===== src/pkg/cfs_pkg.sv =====
// Constants and types for the channel fault status register bank
//
// Functional notes
// RL1: Short-to-supply status at index 3h; bits 3..0 flag channels 4..1.
// RL2: Short-to-supply bit stays latched; clears on read once the short is gone.
// RL3: Short-to-supply bit reads 1 for fault occurred, 0 for none.
// RL4: Off-state open-load status at index 4h; bits 3..0 flag channels 4..1.
// RL5: Off-state open-load bit latches; clears on its register read once condition ends.
// RL6: Off-state open-load bit reads 1 for fault, 0 for none.
// RL7: On-state open-load status at index 5h; bits 3..0 flag channels 4..1.
// RL8: On-state open-load bit reads 1 for fault occurred, 0 for none.
// RL9: Current-limit status at index 6h, reset value 00h, flags limited channels.
// RL10: The three other status registers read 00h after reset.
// RL11: Current-limit bit sets on limiting, latched until read with overcurrent gone.
// RL12: Per-channel summary bit is the OR of every fault type on that channel.
// RL13: On-state open-load bits clear on reading their own register, condition ended.
// RL14: Bits 7..4 of each status register read zero, untouched by reads.
package cfs_pkg;

   // ------------------------------------------------------------
   // Geometry
   // ------------------------------------------------------------
   localparam int CH_NUM = 4;
   localparam int KIND_NUM = 4;
   localparam int REG_W = 8;
   localparam int IDX_W = 6;

   // ------------------------------------------------------------
   // Register indexes (byte address is four times the index)
   // ------------------------------------------------------------
   localparam logic [IDX_W-1:0] IDX_SUMMARY = 6'h01;
   localparam logic [IDX_W-1:0] IDX_SHORT = 6'h03;
   localparam logic [IDX_W-1:0] IDX_OPEN_OFF = 6'h04;
   localparam logic [IDX_W-1:0] IDX_OPEN_ON = 6'h05;
   localparam logic [IDX_W-1:0] IDX_ILIMIT = 6'h06;
   localparam logic [IDX_W-1:0] IDX_IRQ_STAT = 6'h10;
   localparam logic [IDX_W-1:0] IDX_IRQ_MASK = 6'h11;

   // ------------------------------------------------------------
   // Reset values
   // ------------------------------------------------------------
   localparam logic [CH_NUM-1:0] RST_CH_STAT = 4'h0;
   localparam logic [KIND_NUM-1:0] RST_IRQ_STAT = 4'h0;
   localparam logic [KIND_NUM-1:0] RST_IRQ_MASK = 4'h0;

   // ------------------------------------------------------------
   // Fault kinds: position in the kind arrays and in interrupt bits
   // ------------------------------------------------------------
   typedef enum logic [1:0] {
      CFS_K_SHORT,
      CFS_K_OPEN_OFF,
      CFS_K_OPEN_ON,
      CFS_K_ILIMIT
   } cfs_kind_e;

endpackage : cfs_pkg


===== src/pkg/cfs_evt_if.sv =====
// Link between the register front end and one latched status bank
`timescale 1ns/1ps
interface cfs_evt_if #(
   parameter int W = 4
);
   logic [W-1:0] cond;
   logic [W-1:0] clr_req;
   logic [W-1:0] stat;
   logic new_set;

   modport bank (
      input cond,
      input clr_req,
      output stat,
      output new_set
   );

   modport ctl (
      output cond,
      output clr_req,
      input stat,
      input new_set
   );
endinterface : cfs_evt_if


===== src/cfs_sync.sv =====
// Two-stage synchroniser for asynchronous fault condition inputs
`timescale 1ns/1ps
module cfs_sync #(
   parameter int W = 4
) (
   input wire logic clk_sys,
   input wire logic rstn,
   input wire logic [W-1:0] d_async,
   output logic [W-1:0] q_sync
);
   logic [W-1:0] meta_r;
   logic [W-1:0] meta_nxt;
   logic [W-1:0] sync_r;
   logic [W-1:0] sync_nxt;

   always_comb begin
      meta_nxt = d_async;
      sync_nxt = meta_r;
   end

   always_ff @(posedge clk_sys) begin
      if (!rstn) begin
         meta_r <= '0;
         sync_r <= '0;
      end else begin
         meta_r <= meta_nxt;
         sync_r <= sync_nxt;
      end
   end

   assign q_sync = sync_r;
endmodule : cfs_sync


===== src/cfs_latch.sv =====
// Latched per-channel fault bits with clear on read once the condition is gone
`timescale 1ns/1ps
module cfs_latch #(
   parameter int W = 4
) (
   input wire logic clk_sys,
   input wire logic rstn,
   cfs_evt_if.bank ev
);
   logic [W-1:0] stat_r;
   logic [W-1:0] stat_nxt;

   // ------------------------------------------------------------
   // Set wins over clear; a bit only clears while its condition is absent
   // ------------------------------------------------------------
   always_comb begin
      stat_nxt = (stat_r & ~(ev.clr_req & ~ev.cond)) | ev.cond; // RL2 RL5 RL11 RL13
   end

   always_ff @(posedge clk_sys) begin
      if (!rstn) begin
         stat_r <= cfs_pkg::RST_CH_STAT; // RL10
      end else begin
         stat_r <= stat_nxt;
      end
   end

   assign ev.stat = stat_r;
   assign ev.new_set = |(ev.cond & ~stat_r);
endmodule : cfs_latch


===== src/cfs_top.sv =====
// Channel fault status register bank with APB slave and interrupt
`timescale 1ns/1ps
module cfs_top #(
   parameter int CH = cfs_pkg::CH_NUM
) (
   input wire logic clk_sys,
   input wire logic rstn,
   input wire logic psel,
   input wire logic penable,
   input wire logic pwrite,
   input wire logic [7:0] paddr,
   input wire logic [31:0] pwdata,
   output logic [31:0] prdata,
   output logic pready,
   output logic pslverr,
   input wire logic [CH-1:0] short_to_supply_ch_bit,
   input wire logic [CH-1:0] open_load_off_ch_bit,
   input wire logic [CH-1:0] open_load_on_ch_bit,
   input wire logic [CH-1:0] current_limit_ch_bit,
   input wire logic [CH-1:0] thermal_sd_ch_bit,
   input wire logic [CH-1:0] reverse_block_ch_bit,
   output logic [CH-1:0] channel_fault_summary,
   output logic irq
);
   localparam int KN = cfs_pkg::KIND_NUM;
   localparam int SW = 6 * CH;

   // ------------------------------------------------------------
   // Synchronise the fault conditions
   // ------------------------------------------------------------
   logic [SW-1:0] cond_raw;
   logic [SW-1:0] cond_sync;
   logic [CH-1:0] cond_k [KN];
   logic [CH-1:0] thermal_s;
   logic [CH-1:0] reverse_s;

   assign cond_raw = {reverse_block_ch_bit, thermal_sd_ch_bit, current_limit_ch_bit,
                      open_load_on_ch_bit, open_load_off_ch_bit, short_to_supply_ch_bit};

   cfs_sync #(
      .W(SW)
   ) u_sync (
      .clk_sys(clk_sys),
      .rstn(rstn),
      .d_async(cond_raw),
      .q_sync(cond_sync)
   );

   assign thermal_s = cond_sync[4*CH +: CH];
   assign reverse_s = cond_sync[5*CH +: CH];

   // ------------------------------------------------------------
   // APB decode
   // ------------------------------------------------------------
   logic [cfs_pkg::IDX_W-1:0] idx;
   logic setup_ph;
   logic rd_acc;
   logic wr_acc;
   logic hit_short;
   logic hit_open_off;
   logic hit_open_on;
   logic hit_ilimit;
   logic hit_summary;
   logic hit_irq_stat;
   logic hit_irq_mask;
   logic hit_any;

   assign idx = paddr[7:2];
   assign setup_ph = psel & ~penable;
   assign rd_acc = psel & penable & pready & ~pwrite;
   assign wr_acc = psel & penable & pready & pwrite;

   always_comb begin
      hit_short = 1'b0;
      hit_open_off = 1'b0;
      hit_open_on = 1'b0;
      hit_ilimit = 1'b0;
      hit_summary = 1'b0;
      hit_irq_stat = 1'b0;
      hit_irq_mask = 1'b0;
      if (idx == cfs_pkg::IDX_SHORT) begin
         hit_short = 1'b1; // RL1
      end else if (idx == cfs_pkg::IDX_OPEN_OFF) begin
         hit_open_off = 1'b1; // RL4
      end else if (idx == cfs_pkg::IDX_OPEN_ON) begin
         hit_open_on = 1'b1; // RL7
      end else if (idx == cfs_pkg::IDX_ILIMIT) begin
         hit_ilimit = 1'b1; // RL9
      end else if (idx == cfs_pkg::IDX_SUMMARY) begin
         hit_summary = 1'b1;
      end else if (idx == cfs_pkg::IDX_IRQ_STAT) begin
         hit_irq_stat = 1'b1;
      end else if (idx == cfs_pkg::IDX_IRQ_MASK) begin
         hit_irq_mask = 1'b1;
      end
   end

   assign hit_any = hit_short | hit_open_off | hit_open_on | hit_ilimit |
                    hit_summary | hit_irq_stat | hit_irq_mask;

   // ------------------------------------------------------------
   // Latched status banks, one per fault kind
   // ------------------------------------------------------------
   logic [KN-1:0] hit_k;
   logic [CH-1:0] stat_k [KN];
   logic [KN-1:0] new_set_k;
   logic [CH-1:0] snap_r;
   logic [CH-1:0] snap_nxt;

   assign hit_k = {hit_ilimit, hit_open_on, hit_open_off, hit_short};

   genvar gk;
   generate
      for (gk = 0; gk < KN; gk++) begin : g_kind
         cfs_evt_if #(
            .W(CH)
         ) u_ev ();

         assign cond_k[gk] = cond_sync[gk*CH +: CH];
         assign u_ev.cond = cond_k[gk];
         // Only bits already returned to software may be cleared by this read
         assign u_ev.clr_req = (rd_acc & hit_k[gk]) ? snap_r : '0; // RL2 RL5 RL11 RL13
         assign stat_k[gk] = u_ev.stat;
         assign new_set_k[gk] = u_ev.new_set;

         cfs_latch #(
            .W(CH)
         ) u_latch (
            .clk_sys(clk_sys),
            .rstn(rstn),
            .ev(u_ev.bank)
         );
      end
   endgenerate

   // ------------------------------------------------------------
   // Channel summary
   // ------------------------------------------------------------
   logic [CH-1:0] summary_r;
   logic [CH-1:0] summary_nxt;

   always_comb begin
      summary_nxt = thermal_s | reverse_s; // RL12
      for (int k = 0; k < KN; k++) begin
         summary_nxt = summary_nxt | stat_k[k]; // RL12
      end
   end

   // ------------------------------------------------------------
   // Interrupt status and mask
   // ------------------------------------------------------------
   logic [KN-1:0] irq_stat_r;
   logic [KN-1:0] irq_stat_nxt;
   logic [KN-1:0] irq_mask_r;
   logic [KN-1:0] irq_mask_nxt;
   logic irq_r;
   logic irq_nxt;

   always_comb begin
      irq_stat_nxt = irq_stat_r;
      irq_mask_nxt = irq_mask_r;
      if (wr_acc && hit_irq_stat) begin
         irq_stat_nxt = irq_stat_r & ~pwdata[KN-1:0];
      end
      if (wr_acc && hit_irq_mask) begin
         irq_mask_nxt = pwdata[KN-1:0];
      end
      // New fault events win over a same-cycle clear
      irq_stat_nxt = irq_stat_nxt | new_set_k;
      irq_nxt = |(irq_stat_nxt & irq_mask_nxt);
   end

   // ------------------------------------------------------------
   // Read data, ready and error, all prepared in the setup cycle
   // ------------------------------------------------------------
   logic [31:0] prdata_r;
   logic [31:0] prdata_nxt;
   logic pready_r;
   logic pready_nxt;
   logic pslverr_r;
   logic pslverr_nxt;

   always_comb begin
      prdata_nxt = prdata_r;
      snap_nxt = snap_r;
      pready_nxt = setup_ph;
      pslverr_nxt = setup_ph & ~hit_any;
      if (setup_ph) begin
         prdata_nxt = 32'h0000_0000; // RL14
         if (!pwrite) begin
            if (hit_short) begin
               prdata_nxt[CH-1:0] = stat_k[cfs_pkg::CFS_K_SHORT]; // RL3
            end else if (hit_open_off) begin
               prdata_nxt[CH-1:0] = stat_k[cfs_pkg::CFS_K_OPEN_OFF]; // RL6
            end else if (hit_open_on) begin
               prdata_nxt[CH-1:0] = stat_k[cfs_pkg::CFS_K_OPEN_ON]; // RL8
            end else if (hit_ilimit) begin
               prdata_nxt[CH-1:0] = stat_k[cfs_pkg::CFS_K_ILIMIT]; // RL9
            end else if (hit_summary) begin
               prdata_nxt[CH-1:0] = summary_r;
            end else if (hit_irq_stat) begin
               prdata_nxt[KN-1:0] = irq_stat_r;
            end else if (hit_irq_mask) begin
               prdata_nxt[KN-1:0] = irq_mask_r;
            end
         end
         snap_nxt = prdata_nxt[CH-1:0];
      end
   end

   // ------------------------------------------------------------
   // Registers
   // ------------------------------------------------------------
   always_ff @(posedge clk_sys) begin
      if (!rstn) begin
         prdata_r <= 32'h0000_0000;
         snap_r <= cfs_pkg::RST_CH_STAT;
         pready_r <= 1'b0;
         pslverr_r <= 1'b0;
         summary_r <= cfs_pkg::RST_CH_STAT;
         irq_stat_r <= cfs_pkg::RST_IRQ_STAT;
         irq_mask_r <= cfs_pkg::RST_IRQ_MASK;
         irq_r <= 1'b0;
      end else begin
         prdata_r <= prdata_nxt;
         snap_r <= snap_nxt;
         pready_r <= pready_nxt;
         pslverr_r <= pslverr_nxt;
         summary_r <= summary_nxt;
         irq_stat_r <= irq_stat_nxt;
         irq_mask_r <= irq_mask_nxt;
         irq_r <= irq_nxt;
      end
   end

   assign prdata = prdata_r;
   assign pready = pready_r;
   assign pslverr = pslverr_r;
   assign channel_fault_summary = summary_r;
   assign irq = irq_r;
endmodule : cfs_top


===== config.mk =====
export PLATFORM = sky130hd
export DESIGN_NAME = cfs_top
export DESIGN_NICKNAME = d
export VERILOG_FILES = /design/src/pkg/cfs_pkg.sv /design/src/pkg/cfs_evt_if.sv /design/src/cfs_sync.sv /design/src/cfs_latch.sv /design/src/cfs_top.sv
export SDC_FILE = /design/constraint.sdc
export NUM_CORES = 1
export LEC_CHECK = 0
export BUFFER_PORTS_ARGS = -buffer_cell sky130_fd_sc_hd__buf_2
export CAP_MARGIN = 20
export CORE_UTILIZATION = 45
export CTS_BUF_LIST = sky130_fd_sc_hd__clkbuf_4 sky130_fd_sc_hd__clkbuf_8 sky130_fd_sc_hd__clkbuf_16
export DETAILED_ROUTE_END_ITERATION = 7
export PLACE_DENSITY = 0.75
export SETUP_SLACK_MARGIN = 0.5
export SLEW_MARGIN = 15
export SYNTH_ARGS = -nofsm -noshare
export SYNTH_HDL_FRONTEND = slang
export SYNTH_HIERARCHICAL = 1
export SYNTH_SLANG_ARGS = --single-unit

===== constraint.sdc =====
create_clock -name clk_sys -period 2 [get_ports clk_sys]
set_input_delay 0.1 -clock clk_sys [delete_from_list [all_inputs] [get_ports clk_sys]]
set_output_delay 0.1 -clock clk_sys [all_outputs]
set_load 0.005 [all_outputs]

Word-level counts from Yosys, hierarchy flattened
Index checks and enable logic that the tools add are counted.
{"block": "totals", "inputBits": 69, "register_bits": 83, "output_inout_bits": 39, "wordCells": 125}
{"block": "classes", "n_reduce_logical": 7, "bitwise": 56, "eq_ne": 7, "n_mux": 42}
{"op": "$and 4x4->4", "n": 14}
{"op": "$mux 4", "n": 14}
{"op": "$not 4->4", "n": 13}
{"op": "$or 4x4->4", "n": 10}
{"op": "$mux 1", "n": 28}
{"op": "$reduce_or 4->1", "n": 5}
{"op": "$eq 6x3->1 const B", "n": 3}
{"op": "$eq 6x5->1 const B", "n": 2}
{"op": "$and 1x1->1", "n": 10}
{"op": "$eq 6x1->1 const B", "n": 1}
{"op": "$eq 6x2->1 const B", "n": 1}
{"op": "$or 1x1->1", "n": 6}
{"op": "$not 1->1", "n": 3}
{"op": "$logic_and 1x1->1", "n": 2}

Logic depth before layout (Yosys ltp)
{"block": "logic_depth", "depth_word": 16, "depth_mapped": 6}

Hierarchy
Netlist, hierarchy kept.
{"mod": "cfs_top", "area_each_um2": 1391.3, "cells_each": 173, "instances": 1, "seq_area_each_um2": 380.4}
{"mod": "cfs_sync", "area_each_um2": 1331.3, "cells_each": 101, "instances": 1, "seq_area_each_um2": 960.9}
{"mod": "cfs_latch", "area_each_um2": 188.9, "cells_each": 17, "instances": 4, "seq_area_each_um2": 80.1}

Worst setup path before layout
Ideal clock, no wire load.
{"block": "synth_path", "path_type": "in2reg", "from": "input paddr[5]", "to": "register g_kind[1].u_latch.stat_r[0]", "slack_ns": 0.359, "arrival_time_ns": 1.526, "stages": 6, "required_time_ns": 1.885, "setup_ns": 0.115, "cell_sequence": "or3_4 or4b_4 nor2_1 and2_1 nor2b_4 o21a_1"}
{"block": "synth_between", "elab_chain_len": 9, "word_cells_on_any_way": 10, "classes_between": "eq/ne (2); mux (3); bitwise (5)"}
{"element": "from (decl)", "line_no": "cfs_top.sv:11", "source": "input wire logic [7:0] paddr,"}
{"element": "$eq 6x3->1", "line_no": "cfs_top.sv:83", "source": "end else if (idx == cfs_pkg::IDX_OPEN_OFF) begin"}
{"element": "$mux 1", "line_no": "cfs_top.sv:83"}
{"element": "$mux 1 (*)", "line_no": "cfs_top.sv:81", "source": "if (idx == cfs_pkg::IDX_SHORT) begin"}
{"element": "$and 1x1->1 (*)", "line_no": "cfs_top.sv:122", "source": "assign u_ev.clr_req = (rd_acc & hit_k[gk]) ? snap_r : '0;"}
{"element": "$mux 4 (*)", "line_no": "cfs_top.sv:122"}
{"element": "net g_kind[1].u_ev.clr_req[0]", "line_no": "cfs_evt_if.sv:7", "source": "logic [W-1:0] clr_req;"}
{"element": "$and 4x4->4 (*)", "line_no": "cfs_latch.sv:17", "source": "stat_nxt = (stat_r & ~(ev.clr_req & ~ev.cond)) | ev.cond;"}
{"element": "$not 4->4 (*)", "line_no": "cfs_latch.sv:17"}
{"element": "$and 4x4->4 (*)", "line_no": "cfs_latch.sv:17"}
{"element": "$or 4x4->4 (*)", "line_no": "cfs_latch.sv:17"}
{"element": "to (signal assigned)", "line_no": "cfs_latch.sv:22", "source": "stat_r <= cfs_pkg::RST_CH_STAT;"}
{"element": "to (signal assigned)", "line_no": "cfs_latch.sv:24", "source": "stat_r <= stat_nxt;"}
{"element": "to (decl)", "line_no": "cfs_latch.sv:10", "source": "logic [W-1:0] stat_r;"}
The timed path passes the listed nets; every way through them passes the cells marked *.
A chain may end at the register's enable or synchronous reset.

Worst setup path after layout
{"block": "layout_path", "from": "input paddr[5]", "to": "register g_kind[1].u_latch.stat_r[2]"}
Same word-level chain as after synthesis.

==> impl_metrics.json <==
{
  "slowest_delay_ns": 0.55,
  "grt_pass1_wl_mm": 10.9,
  "synth_area_sq_um": 3480,
  "crit_chain": "buf_2 > or3_4 > or4b_4 > nor2_4 > and2_4 > nor2b_4 > o21a_1",
  "setup-tns-final_ns": 0,
  "critical_path.max_fanout": 4,
  "dp_slack_ns": 0.183,
  "antenna_found_initial": 0,
  "initial_utilization": 0.472,
  "slew_viol_final": 0,
  "clkLatencyLatePin_ns": 0.35,
  "startpoint_type": "input port",
  "power_density_nw_per_um2": 771,
  "grt.met1_usage": 0.209,
  "drive_gt1_frac": 0.313,
  "syn_to_final_growth_pct": 22.2,
  "dp_cells": 484,
  "vias": 2537,
  "die_h_um": 89.9,
  "drt_iter0_markers": 144,
  "status": "finished, final reports clean",
  "ys_ff_latch": 83,
  "grt_setup_unrepaired": "true",
  "cts_htree_levels": 3,
  "setup_viol": 0,
  "cts_buffer_depth": 2,
  "overflow": 0,
  "synth-async-reset-ratio": 0,
  "dr.pass1.iters": 4,
  "wire_per_inst_um": 12.7,
  "skew_ns": 0.00632,
  "nets": 492,
  "vias_per_cell": 4.81,
  "cap_violations": 0,
  "synth_top_flop_cell": "dfxtp_1",
  "rows": 31,
  "gp_congestion": 0.834,
  "cp-end-kind": "flop",
  "synth-seq-area-share": 0.478,
  "synth-edff-count": 0,
  "max-vdd-ir-drop_mv": 0.501,
  "yosys_warnings": 6,
  "worst_slew_pin_slew_ns": 0.535,
  "setup_slack_ns": 0.546,
  "max_freq_mhz": 688,
  "crit_required_ns": 2.26,
  "maxSlewHeadroom": 0.643,
  "busiest_layer": "met2",
  "routed_wirelength_mm": 6.68,
  "use_met2": 0.285,
  "grt_max_degree": 71,
  "grt_util_all_layers": 0.174,
  "place_hpwl_mm": 4.67,
  "dieArea_sq_um": 8090,
  "synth_cell_types": 41,
  "core_area_sq_um": 7370,
  "cts_root_buffer": "clkbuf_8",
  "n_antenna_cell": 0,
  "final.min_clock_period_ns": 1.45,
  "syn_area_per_cell_sq_um": 10.2,
  "io_pins": 108,
  "cts_tree": "done",
  "drtAntennaViolNets": 0,
  "crit_slowest_cell": "or4b_4",
  "cts_buffers": 9,
  "netlist_instances": 342,
  "timing.final.crit_share": 0.727,
  "utilization": 0.577,
  "clk_pin_slew_worst_paths_ns": 0.08,
  "cp_data_arrival_time_ns": 1.71,
  "stdcell_count": 527,
  "drc": 0,
  "grtUsageMet3": 0.0702,
  "critPathKind": "in -> reg",
  "min_path_type": "in -> reg",
  "cellLeakagePower_uw": 0.00177,
  "finalHoldViolations": 0,
  "portBuffers": 49,
  "power_uw": 3280,
  "cts_sinks": 83,
  "die_w_um": 89.9,
  "grt_pass1_vias": 2366
}
-- where the power goes --
part | internal (uW) | switching, uW
sequential | 1730 | 43.2
clock | 586 | 600
combinational | 173 | 141
total | 2490 | 785
-- through the flow --
step                hold WS, ns  cell area (sq um)
floorplan                 0.217               3590
global placement          0.309               3730
detailed placement        0.311               3730
CTS                      0.0119               4200
global route             0.0258               4250
finish                   0.0250               4250
-- synthesized netlist by cell type (all sizes together), types with 5 or more instances --
cell type | instances | area, sq um
nand4b | 5 | 43.8
dfxtp | 83 | 1660
inv | 5 | 18.8
mux2i | 5 | 50.1
nor2 | 19 | 71.3
a21oi | 9 | 45.0
buf | 32 | 248
o21a | 17 | 128
and2 | 68 | 452
a21boi | 5 | 37.5
clkbuf | 6 | 25.0
nor4 | 5 | 31.3
o21ai | 9 | 45.0
nand2b | 17 | 106
nor2b | 18 | 203
-- final timing paths --
check | to | slack, ns | cells after the start | start
setup / recovery | g_kind[1].u_latch/ev.stat[2]$_SDFF_PN0_ | 0.55 | 7 | paddr[5]
hold / removal | irq_mask_r[3]$_SDFF_PN0_ | 0.03 | 3 | pwdata[3]
setup reg to reg | irq$_SDFF_PN0_ | 0.55 | 5 | pready$_SDFF_PN0_
hold reg to reg | u_sync/q_sync[8]$_SDFF_PN0_ | 0.43 | 1 | u_sync/meta_r[8]$_SDFF_PN0_
-- flip-flops by register name, summed over array words and instances (netlist names) --
signal	count
channel_fault_summary	4
pready	1
g_kind.u_latch/ev.stat	16
pslverr	1
irq_stat_r	4
u_sync/q_sync	24
u_sync/meta_r	24
irq	1
prdata	4
irq_mask_r	4
-- layout by cell type, fill, tap and decap left out, drive strengths merged, types with 4 or more instances in the layout --
master,instances
a21boi,5
nand4b,5
and2,68
o21ai,9
nor2,19
nor2b,18
clkinv,5
o2111ai,4
dlygate4sd3,24
dfxtp,83
nand2b,17
nor4,5
conb,28
inv,6
buf,57
a21oi,9
clkbuf,9
o21a,17
mux2,4
nand2,4
mux2i,5
-- metal layers --
layer / wire length [um] / part of all wire / vias to the layer above
met5: 0 / 0 / -
li1: - / - / 1261
met1: 2920 / 0.44 / 1184
met3: 411 / 0.062 / 12
met2: 3230 / 0.48 / 80
met4: 119 / 0.018 / 0
-- cells by family after synthesis --
| kind of cell | share of synthesized area |
|---|---|
| buffers and inverters | 0.0838 |
| AO/OA/AOI/OAI | 0.118 |
| multiplexers | 0.0273 |
| flip-flops | 0.478 |
| AND/OR/NAND/NOR | 0.292 |
| other | 0.00108 |
-- critical path, delay by kind of cell --
kind | cells | cell delay (ns)
compound gates | 1 | 0.15
simple gates | 5 | 1.33
buf+inv | 1 | 0.13
-- what timing repair did --
item                                    in CTS  in global routing
pin swaps                                    2                  3
resized for setup                            5                 11
setup buffers                                2                  1
hold endpoints to repair                    24                  0
hold buffers                                24                  0
endpoints found under the setup margin       8                 11
-- cell type report --
cell class / count / area [sq um]
flip-flops and latches: 83 / 1660
clock inverters: 7 / 77.6
fillers: 659 / 3120
inverters: 5 / 18.8
clock buffers: 9 / 124
repair buffers: 81 / 546
well taps: 99 / 124
multi-input cells: 243 / 1700
Power figures use the tool's default switching activity.
